==> config.mk <==
export PLATFORM = sky130hd
export DESIGN_NAME = host_port_strobe_ready
export DESIGN_NICKNAME = d
export VERILOG_FILES = /design/src/include/host_port_pkg.sv /design/src/hw/host_port_fifo.sv /design/src/hw/host_port_strobe_ready.sv
export VERILOG_INCLUDE_DIRS = /design/src /design/src/include
export SDC_FILE = /design/constraint.sdc
export NUM_CORES = 2
export LEC_CHECK = 0
export BUFFER_PORTS_ARGS = -buffer_cell sky130_fd_sc_hd__buf_2
export CAP_MARGIN = 0
export CORE_MARGIN = 5
export CORE_UTILIZATION = 50
export CTS_BUF_LIST = sky130_fd_sc_hd__clkbuf_16
export DETAILED_ROUTE_END_ITERATION = 12
export GPL_ROUTABILITY_DRIVEN = 0
export PLACE_DENSITY_LB_ADDON = 0.1
export SLEW_MARGIN = 15
export SYNTH_ARGS = -nofsm -noshare
export SYNTH_HDL_FRONTEND = slang
export SYNTH_SLANG_ARGS = --single-unit
export TNS_END_PERCENT = 20
==> constraint.sdc <==
create_clock -name clk -period 3.5 [get_ports clk]
set_input_delay 0.35 -clock clk [delete_from_list [all_inputs] [get_ports clk]]
set_output_delay 0.35 -clock clk [all_outputs]
set_load 0.01 [all_outputs]
==> src/include/host_port_map.svh <==
// Purpose: named constants of the host port handshake block
// Assumes: included by bare name from the design files
// Notes:   definitions only, no logic
`ifndef HOST_PORT_MAP_SVH
`define HOST_PORT_MAP_SVH

// access_select encodings
`define ACC_CONTROL   2'h0
`define ACC_DATA_INC  2'h1
`define ACC_ADDRESS   2'h2
`define ACC_DATA_FIX  2'h3

// halfword_select value of the first half-word (low half)
`define HALF_FIRST    1'b0
// read_write_select value of a read
`define RW_READ       1'b1

// address step after an auto-incrementing word
`define ADDR_STEP     32'h0000_0004
`define WORD_RESET    32'h0000_0000
`define HALF_RESET    16'h0000

// synchronised pin vector: cs, ds1, ds2, as, acc[1:0], rw, hw, data[15:0]
`define PIN_WIDTH     24
`define PIN_RESET     24'hFF_0000
`define PIN_CS        23
`define PIN_DS1       22
`define PIN_DS2       21
`define PIN_AS        20
`define PIN_ACC_HI    19
`define PIN_ACC_LO    18
`define PIN_RW        17
`define PIN_HW        16
`define PIN_DATA_HI   15

// data lead of the read word before ready falls
`define CPU_PERIOD_NS  100
`define CLK_PERIOD_NS  100
`define PRESENT_CYCLES ((`CPU_PERIOD_NS + `CLK_PERIOD_NS - 1) / `CLK_PERIOD_NS)
`define PRES_CNT_LAST  4'(`PRESENT_CYCLES - 1)
`define PRES_CNT_ZERO  4'h0

// write FIFO shape: {address, data}
`define FIFO_WIDTH    64
`define FIFO_DEPTH    16

`endif

==> src/include/host_port_pkg.sv <==
// Purpose: shared types of the host port handshake block
// Assumes: nothing
// Notes:   constants live in host_port_map.svh
package host_port_pkg;
  // transfer sequencer states
  typedef enum logic [1:0] {
    st_idle,
    st_fetch,
    st_present,
    st_push
  } state_t;
endpackage

==> src/hw/host_port_fifo.sv <==
// Purpose: write FIFO between the host port and the word sink
// Assumes: one clock, asynchronous active-low reset
// Notes:   read data leave through a register stage
`timescale 1ns/100ps
module host_port_fifo #(
  parameter int WIDTH = 64,
  parameter int DEPTH = 16
) (
  input  wire logic             clk,
  input  wire logic             reset_n,
  input  wire logic             in_valid,
  output      logic             in_ready,
  input  wire logic [WIDTH-1:0] in_data,
  output      logic             out_valid,
  input  wire logic             out_ready,
  output      logic [WIDTH-1:0] out_data
);
  localparam int PW = $clog2(DEPTH);
  localparam int CW = $clog2(DEPTH + 1);

  logic [WIDTH-1:0] mem_q [DEPTH];   // storage array
  logic [PW-1:0]    wr_ptr_q;        // next write slot
  logic [PW-1:0]    rd_ptr_q;        // next read slot
  logic [CW-1:0]    count_q;         // words held in the array
  logic             out_valid_q;     // output stage full
  logic [WIDTH-1:0] out_data_q;      // output stage word
  logic             push;            // word enters
  logic             load;            // word moves to the output stage

  assign in_ready  = (count_q != CW'(DEPTH));
  assign push      = in_valid && in_ready;
  assign load      = (count_q != '0) && (!out_valid_q || out_ready);
  assign out_valid = out_valid_q;
  assign out_data  = out_data_q;

  // array write
  always_ff @(posedge clk) begin
    if (push) begin
      mem_q[wr_ptr_q] <= in_data;
    end
  end

  // pointers and fill count
  always_ff @(posedge clk or negedge reset_n) begin
    if (!reset_n) begin
      wr_ptr_q <= '0;
      rd_ptr_q <= '0;
      count_q  <= '0;
    end else begin
      if (push) begin
        wr_ptr_q <= (wr_ptr_q == PW'(DEPTH - 1)) ? '0 : wr_ptr_q + PW'(1);
      end
      if (load) begin
        rd_ptr_q <= (rd_ptr_q == PW'(DEPTH - 1)) ? '0 : rd_ptr_q + PW'(1);
      end
      count_q <= count_q + CW'(push) - CW'(load);
    end
  end

  // registered output stage
  always_ff @(posedge clk or negedge reset_n) begin
    if (!reset_n) begin
      out_valid_q <= 1'b0;
      out_data_q  <= '0;
    end else begin
      out_valid_q <= load || (out_valid_q && !out_ready);
      if (load) begin
        out_data_q <= mem_q[rd_ptr_q];
      end
    end
  end
endmodule

==> src/hw/host_port_strobe_ready.sv <==
// Purpose: strobe combining, select capture and ready handshake of a 16-bit host port
// Assumes: 10 MHz clk, pins synchronised here, word fetch channel on clk
// Notes:   data words leave through a 16-word write FIFO
// Notes on behaviour
// - strobe low when selected and strobes differ
// - ready held low while chip select high
// - ready busy at select if transfer pending
// - first-half data read with no prefetched word requests fetch on strobe fall
// - ready busy until fetched word loaded
// - ready busy after second half-word of a data write or incrementing read completes
// - other accesses leave ready low
// - control and address accesses leave ready alone
// - read data driven from one clock after strobe fall to one clock after strobe rise
// - read data valid one period before ready
`timescale 1ns/100ps
`include "host_port_map.svh"
module host_port_strobe_ready (
  input  wire logic        clk,
  input  wire logic        reset_n,
  input  wire logic        port_chip_select,
  input  wire logic        data_strobe_one,
  input  wire logic        data_strobe_two,
  input  wire logic        address_strobe_n,
  input  wire logic [1:0]  access_select,
  input  wire logic        read_write_select,
  input  wire logic        halfword_select,
  input  wire logic [15:0] port_data_bus_in,
  output      logic [15:0] port_data_bus_out,
  output      logic        port_data_bus_oe_n,
  output      logic        port_ready,
  output      logic        fetch_req,
  output      logic [31:0] fetch_addr,
  input  wire logic        fetch_valid,
  input  wire logic [31:0] fetch_data,
  output      logic        write_valid,
  input  wire logic        write_ready,
  output      logic [31:0] write_addr,
  output      logic [31:0] write_data
);
  import host_port_pkg::*;

  logic [`PIN_WIDTH-1:0] sync1_q;        // first synchroniser stage
  logic [`PIN_WIDTH-1:0] sync2_q;        // second synchroniser stage
  logic                  cs;             // synchronised chip select
  logic                  strobe;         // combined_access_strobe, active low
  logic                  strobe_q;       // previous strobe level
  logic                  as_q;           // previous address strobe level
  logic                  strobe_fall;    // access begins
  logic                  strobe_rise;    // access ends
  logic                  as_fall;        // address strobe frames the selects
  logic                  as_framed_q;    // selects held from address strobe
  logic [1:0]            as_acc_q;       // selects caught at address strobe
  logic                  as_rw_q;
  logic                  as_hw_q;
  logic [1:0]            acc_c;          // selects in force at strobe fall
  logic                  rw_c;
  logic                  hw_c;
  logic [1:0]            acc_q;          // selects of the running access
  logic                  rw_q;
  logic                  hw_q;
  logic                  cur_data;       // running access targets the data register
  logic                  new_data;       // starting access targets the data register
  state_t                state_q;        // transfer sequencer
  logic [3:0]            pres_cnt_q;     // lead counter before ready falls
  logic [15:0]           ctrl_q;         // port_control_register
  logic [31:0]           addr_q;         // port_address_register
  logic [31:0]           data_q;         // port_data_register
  logic [15:0]           hold_q;         // first half-word of a write
  logic                  prefetched_q;   // data_q holds the word at addr_q
  logic [15:0]           out_q;          // read data toward the pins
  logic                  drive_q;        // read data driven
  logic                  fifo_in_ready;  // FIFO accepts a word
  logic [63:0]           fifo_out;       // FIFO head {address, data}

  assign cs          = sync2_q[`PIN_CS];
  assign strobe      = ~(sync2_q[`PIN_DS1] ^ sync2_q[`PIN_DS2]) | cs;
  assign strobe_fall = strobe_q && !strobe;
  assign strobe_rise = !strobe_q && strobe;
  assign as_fall     = as_q && !sync2_q[`PIN_AS];
  // address strobe tied high never frames, so the access strobe does
  assign acc_c    = as_framed_q ? as_acc_q : sync2_q[`PIN_ACC_HI:`PIN_ACC_LO];
  assign rw_c     = as_framed_q ? as_rw_q : sync2_q[`PIN_RW];
  assign hw_c     = as_framed_q ? as_hw_q : sync2_q[`PIN_HW];
  assign cur_data = (acc_q == `ACC_DATA_INC) || (acc_q == `ACC_DATA_FIX);
  assign new_data = (acc_c == `ACC_DATA_INC) || (acc_c == `ACC_DATA_FIX);

  // ready is busy only while selected and a transfer runs
  assign port_ready = !cs && (state_q != st_idle);
  assign port_data_bus_out  = out_q;
  assign port_data_bus_oe_n = !drive_q;
  assign fetch_req  = (state_q == st_fetch);
  assign fetch_addr = addr_q;
  assign write_addr = fifo_out[63:32];
  assign write_data = fifo_out[31:0];

  // two-stage synchroniser on every host pin
  always_ff @(posedge clk or negedge reset_n) begin
    if (!reset_n) begin
      sync1_q <= `PIN_RESET;
      sync2_q <= `PIN_RESET;
    end else begin
      sync1_q <= {port_chip_select, data_strobe_one, data_strobe_two, address_strobe_n,
                  access_select, read_write_select, halfword_select, port_data_bus_in};
      sync2_q <= sync1_q;
    end
  end

  // edge history of the strobes
  always_ff @(posedge clk or negedge reset_n) begin
    if (!reset_n) begin
      strobe_q <= 1'b1;
      as_q     <= 1'b1;
    end else begin
      strobe_q <= strobe;
      as_q     <= sync2_q[`PIN_AS];
    end
  end

  // select capture at address strobe, and at access strobe fall
  always_ff @(posedge clk or negedge reset_n) begin
    if (!reset_n) begin
      as_framed_q <= 1'b0;
      as_acc_q    <= `ACC_CONTROL;
      as_rw_q     <= `RW_READ;
      as_hw_q     <= `HALF_FIRST;
      acc_q       <= `ACC_CONTROL;
      rw_q        <= `RW_READ;
      hw_q        <= `HALF_FIRST;
    end else begin
      if (as_fall) begin
        as_framed_q <= 1'b1;
        as_acc_q    <= sync2_q[`PIN_ACC_HI:`PIN_ACC_LO];
        as_rw_q     <= sync2_q[`PIN_RW];
        as_hw_q     <= sync2_q[`PIN_HW];
      end else if (strobe_rise) begin
        as_framed_q <= 1'b0;
      end
      if (strobe_fall) begin
        acc_q <= acc_c;
        rw_q  <= rw_c;
        hw_q  <= hw_c;
      end
    end
  end

  // transfer sequencer: fetch, present lead, write push
  always_ff @(posedge clk or negedge reset_n) begin
    if (!reset_n) begin
      state_q    <= st_idle;
      pres_cnt_q <= `PRES_CNT_ZERO;
    end else begin
      case (state_q)
        st_idle: begin
          if (strobe_fall && new_data && rw_c == `RW_READ && hw_c == `HALF_FIRST && !prefetched_q) begin
            state_q <= st_fetch;
          end else if (strobe_rise && cur_data && hw_q != `HALF_FIRST) begin
            // fixed-address data reads fall through untouched
            if (rw_q != `RW_READ) begin
              state_q <= st_push;
            end else if (acc_q == `ACC_DATA_INC) begin
              state_q <= st_fetch;
            end
          end
        end
        st_fetch: begin
          if (fetch_valid) begin
            state_q    <= st_present;
            pres_cnt_q <= `PRES_CNT_ZERO;
          end
        end
        st_present: begin
          // word on the pins for a first-half read, ready falls after the lead
          if (pres_cnt_q == `PRES_CNT_LAST) begin
            state_q <= st_idle;
          end else begin
            pres_cnt_q <= pres_cnt_q + 4'h1;
          end
        end
        st_push: begin
          if (fifo_in_ready) begin
            state_q <= st_idle;
          end
        end
        default: state_q <= st_idle;
      endcase
    end
  end

  // address register: host writes and auto-increment steps
  always_ff @(posedge clk or negedge reset_n) begin
    if (!reset_n) begin
      addr_q <= `WORD_RESET;
    end else if (strobe_rise && acc_q == `ACC_ADDRESS && rw_q != `RW_READ) begin
      if (hw_q == `HALF_FIRST) begin
        addr_q[15:0] <= sync2_q[`PIN_DATA_HI:0];
      end else begin
        addr_q[31:16] <= sync2_q[`PIN_DATA_HI:0];
      end
    end else if (state_q == st_push && fifo_in_ready && acc_q == `ACC_DATA_INC) begin
      addr_q <= addr_q + `ADDR_STEP;
    end else if (state_q == st_idle && strobe_rise && acc_q == `ACC_DATA_INC && rw_q == `RW_READ
                 && hw_q != `HALF_FIRST) begin
      addr_q <= addr_q + `ADDR_STEP;
    end
  end

  // control register, written by the host without touching ready
  always_ff @(posedge clk or negedge reset_n) begin
    if (!reset_n) begin
      ctrl_q <= `HALF_RESET;
    end else if (strobe_rise && acc_q == `ACC_CONTROL && rw_q != `RW_READ) begin
      ctrl_q <= sync2_q[`PIN_DATA_HI:0];
    end
  end

  // data register, write holding half and prefetch flag
  always_ff @(posedge clk or negedge reset_n) begin
    if (!reset_n) begin
      data_q       <= `WORD_RESET;
      hold_q       <= `HALF_RESET;
      prefetched_q <= 1'b0;
    end else begin
      if (state_q == st_fetch && fetch_valid) begin
        data_q       <= fetch_data;
        prefetched_q <= 1'b1;
      end else if (strobe_rise && cur_data && rw_q != `RW_READ) begin
        prefetched_q <= 1'b0;
        if (hw_q == `HALF_FIRST) begin
          hold_q <= sync2_q[`PIN_DATA_HI:0];
        end else begin
          data_q <= {sync2_q[`PIN_DATA_HI:0], hold_q};
        end
      end else if (strobe_rise && cur_data && hw_q != `HALF_FIRST) begin
        prefetched_q <= 1'b0;                                  // word consumed
      end else if (strobe_rise && acc_q == `ACC_ADDRESS && rw_q != `RW_READ) begin
        prefetched_q <= 1'b0;                                  // new address, stale word
      end
    end
  end

  // read data and bus drive: on after strobe fall, off after rise
  always_ff @(posedge clk or negedge reset_n) begin
    if (!reset_n) begin
      out_q   <= `HALF_RESET;
      drive_q <= 1'b0;
    end else begin
      if (strobe_fall && rw_c == `RW_READ) begin
        drive_q <= 1'b1;
        case (acc_c)
          `ACC_CONTROL: out_q <= ctrl_q;
          `ACC_ADDRESS: out_q <= (hw_c == `HALF_FIRST) ? addr_q[15:0] : addr_q[31:16];
          default:      out_q <= (hw_c == `HALF_FIRST) ? data_q[15:0] : data_q[31:16];
        endcase
      end else if (strobe_rise) begin
        drive_q <= 1'b0;
      end else if (state_q == st_fetch && fetch_valid && drive_q && cur_data && hw_q == `HALF_FIRST) begin
        // fetched word reaches the pins one clock before ready falls
        out_q <= fetch_data[15:0];
      end
    end
  end

  // completed write words wait here for the sink
  host_port_fifo #(
    .WIDTH (`FIFO_WIDTH),
    .DEPTH (`FIFO_DEPTH)
  ) u_fifo (
    .clk       (clk),
    .reset_n   (reset_n),
    .in_valid  (state_q == st_push),
    .in_ready  (fifo_in_ready),
    .in_data   ({addr_q, data_q}),
    .out_valid (write_valid),
    .out_ready (write_ready),
    .out_data  (fifo_out)
  );
endmodule

==> metrics.yaml <==
detailed_routing:
  wl_um: 122000
  postRouteAntennaNets: 0
  dr.pass1.iters: 7
  drt_iter0_drc: 2167
  wl_per_cell_um: 28.4
  via_count: 25887
  drc: 0
  vias_per_cell: 6.01
clocking:
  numCtsBuffers: 135
  htreeDepth: 4
  postCtsSetupBuffers: 0
  cts_tree: "done"
  clock-sinks: 1281
  cts_max_path_buffers: 3
  cts_hold_buffers: 58
  path_clk_slew_ns: 0.06
  cts-resized-gates: 0
  root_buffer: "clkbuf_16"
  clk_latency_ns: 0.73
synthesis:
  synth_area_per_cell_sq_um: 19.4
  synth.yosys.seq_area_share_pct: 74.7
  yosys_most_used_dff: "edfxtp_1"
  synth_top_cell_area_share_pct: 61.7
  postSynthCellCount: 2567
  syn-num-nets: 2642
  syn-cell-area_sq_um: 49800
  synth-edff-count: 1024
  synth_warnings: 0
  yosys.area.top_type: "edfxtp_1"
  synthArstFlopShare_pct: 20.1
  ys_seq_elements: 1281
  yosys-top-cells-area: "edfxtp_1 62%, dfrtp_1 12%, mux4_2 12%, mux2i_1 3.9%, dfstp_2 1.1%"
  ys_types: 71
placed_design:
  pre_cts_ws_ns: 0.477
  placed_cell_area_sq_um: 53100
  dp.cells: 3997
  io_buffers: 175
  dpl.hpwl_um: 75800
timing:
  finalSetupViolations: 0
  fmax_mhz: 321
  timing.final.ws_setup_ns: 0.388
  hold_viol: 0
  tightest_slew_ns: 0.990
  fin_crit_ns: 3.11
  finalMaxSlewViolations: 0
  finClkSkew_ns: 0.0235
  rsz0062_at_grt: "false"
  relSlewSlack_pct: 33.8
  tns_ns: 0
  fin_crit_sh_pct: 88.9
global_route:
  antenna_found_initial: 5
  gr-total-overflow: 0
  grt_pass1_vias: 27073
  grt_max_degree: 87
  grtUsageTotal_pct: 23.2
  grt_pass1_wl_um: 182000
finish:
  fin_nets: 2980
  fin_util_pct: 58.8
  drive_above_1_share_pct: 27.9
  fin_cells: 4306
  fin_area_sq_um: 58100
  syn_to_final_growth_pct: 16.6
floorplan:
  die_width_um: 326
  ios: 176
  core_area_sq_um: 98700
  dieArea_sq_um: 106000
  dieHeight_um: 326
  start_util_pct: 50.5
  num_rows: 115
flow_run:
  cap_violations: 0
setup_path:
  worstSetupStartpointType: "flip-flop"
  cp_max_fo: 5
  required_ns: 4.12
  critPathKind: "reg2reg"
  end_kind: "flip-flop"
  arrival_ns: 3.74
outcome:
  outcome: "finished, final reports clean"
power:
  p_per_area_nw_per_um2: 788
  p_leak_uw: 0.0203
  vdd_ir_drop_max_mv: 0.580
worst_hold_path:
  hp-class: "in2reg"
worst max-delay path: stages (launching register included):
cell and delay, ns:
dfrtp_1 0.38, inv_1 0.09, ha_1 0.18, nor4b_1 0.52, or2_4 0.23, inv_1 0.10, ha_1 0.30, inv_1 0.04
ha_1 0.21, fa_1 0.44, a21oi_1 0.19, nor2_1 0.06, nor2_1 0.12, xnor2_1 0.15
stage by stage:
step | hold slack (ns) | total power [uW]
finish | 0.0893 | 45800
floorplan | 0.0544 | 27900
global route | 0.107 | 47900
CTS | 0.0482 | 46300
detailed placement | 0.335 | 32400
global placement | 0.334 | 32200
where the power goes:
group          internal, uW  switching, uW
Sequential            19000           1880
Clock                  8090           5760
Combinational          5260           5850
Total                 32300          13500
cells in the mapped netlist, types with 2 or more instances:
master        n
buf_6         2
inv_1        15
buf_2        43
o311ai_0      2
and2_1       15
and3_1        8
nand4_1      15
mux2i_1     195
ha_1         14
buf_1        14
clkbuf_1     84
a31o_2        3
o21ai_0      69
nor2b_1       3
nor2_1       61
o22a_1        7
o21a_1        4
dfrtp_1     237
and4_1        3
mux4_2      256
nand3_1      21
nor4_1        5
edfxtp_1   1024
or4_1         4
nand2b_1      5
nand2_1     100
xor2_1        5
nor3_1        5
nor4b_1       2
a21o_1       68
a21oi_1      69
a211o_1       2
dfstp_2      20
buf_4         2
nor3b_1       3
o22ai_1      71
a2bb2oi_1     7
xnor2_1       5
a31oi_1      25
mux2_2       42
a22o_1        2
cell usage in the layout, fill, tap and decap left out, drive strengths merged, types with 10 or more instances in the layout:
cell type,count
a21o,69
a21oi,70
a31oi,26
and2,16
buf,289
bufinv,10
clkbuf,142
clkinv,58
dfrtp,237
dfstp,20
dlygate4sd3,58
edfxtp,1024
ha,14
inv,51
mux2,42
mux2i,195
mux4,256
nand2,100
nand3,21
nand4,15
nor2,61
o21ai,69
o22ai,71
path summary, 6_finish.rpt:
kind	start	endpoint	slack, ns	cells after the start
setup / recovery	u_fifo.count_q[2]$_DFF_PN0_	u_fifo.count_q[4]$_DFF_PN0_	0.39	13
hold / removal	write_ready	u_fifo.out_valid$_DFF_PN0_	0.09	3
setup reg to reg	u_fifo.count_q[2]$_DFF_PN0_	u_fifo.count_q[4]$_DFF_PN0_	0.39	13
hold reg to reg	sync1_q[3]$_DFF_PN0_	sync2_q[3]$_DFF_PN0_	0.35	0
max in group asynchronous	reset_n	u_fifo.out_data[14]$_DFFE_PN0P_	2.28	3
min in group asynchronous	reset_n	u_fifo.out_data[44]$_DFFE_PN0P_	0.21	2
flip-flops by register name, indices dropped and copies added, names as in the netlist, 5 cells and up:
register           count
sync1_q               24
hold_q                16
ctrl_q                16
u_fifo.count_q         5
u_fifo.mem_q        1024
u_fifo.out_data       64
data_q                32
sync2_q               24
port_data_bus_out     16
fetch_addr            32
cell type report:
cell class,count,area (sq um)
well taps,1287,1610
inverters,16,60.1
flip-flops and latches,1281,37200
repair buffers,347,2800
fillers,7259,40600
clock inverters,108,793
diodes,1,2.50
clock buffers,142,3550
multi-input cells,1124,12000
kinds of logic (layout without fill, tap and decap cells):
| group | count (synthesis) | count (layout) | share of synthesized area (%) |
|---|---|---|---|
| flops | 1281 | 1281 | 74.7 |
| mux | 493 | 493 | 16.4 |
| compound gates | 342 | 342 | 4.33 |
| simple gates | 264 | 264 | 2.60 |
| buf+inv | 162 | 613 | 1.38 |
| fa+ha+maj | 15 | 15 | 0.392 |
| xor+xnor | 10 | 10 | 0.176 |
| other cells | 0 | 1 | 0 |
per-layer routing:
metal / track usage (%) / up-vias / routed length, um
met1: 32.2 / 13741 / 50700
li1: - / 11093 / -
met5: 0 / - / 13
met4: 7.27 / 2 / 3750
met2: 37.7 / 857 / 60100
met3: 4.67 / 194 / 7960
No activity file was read; power rests on OpenSTA's default activity.
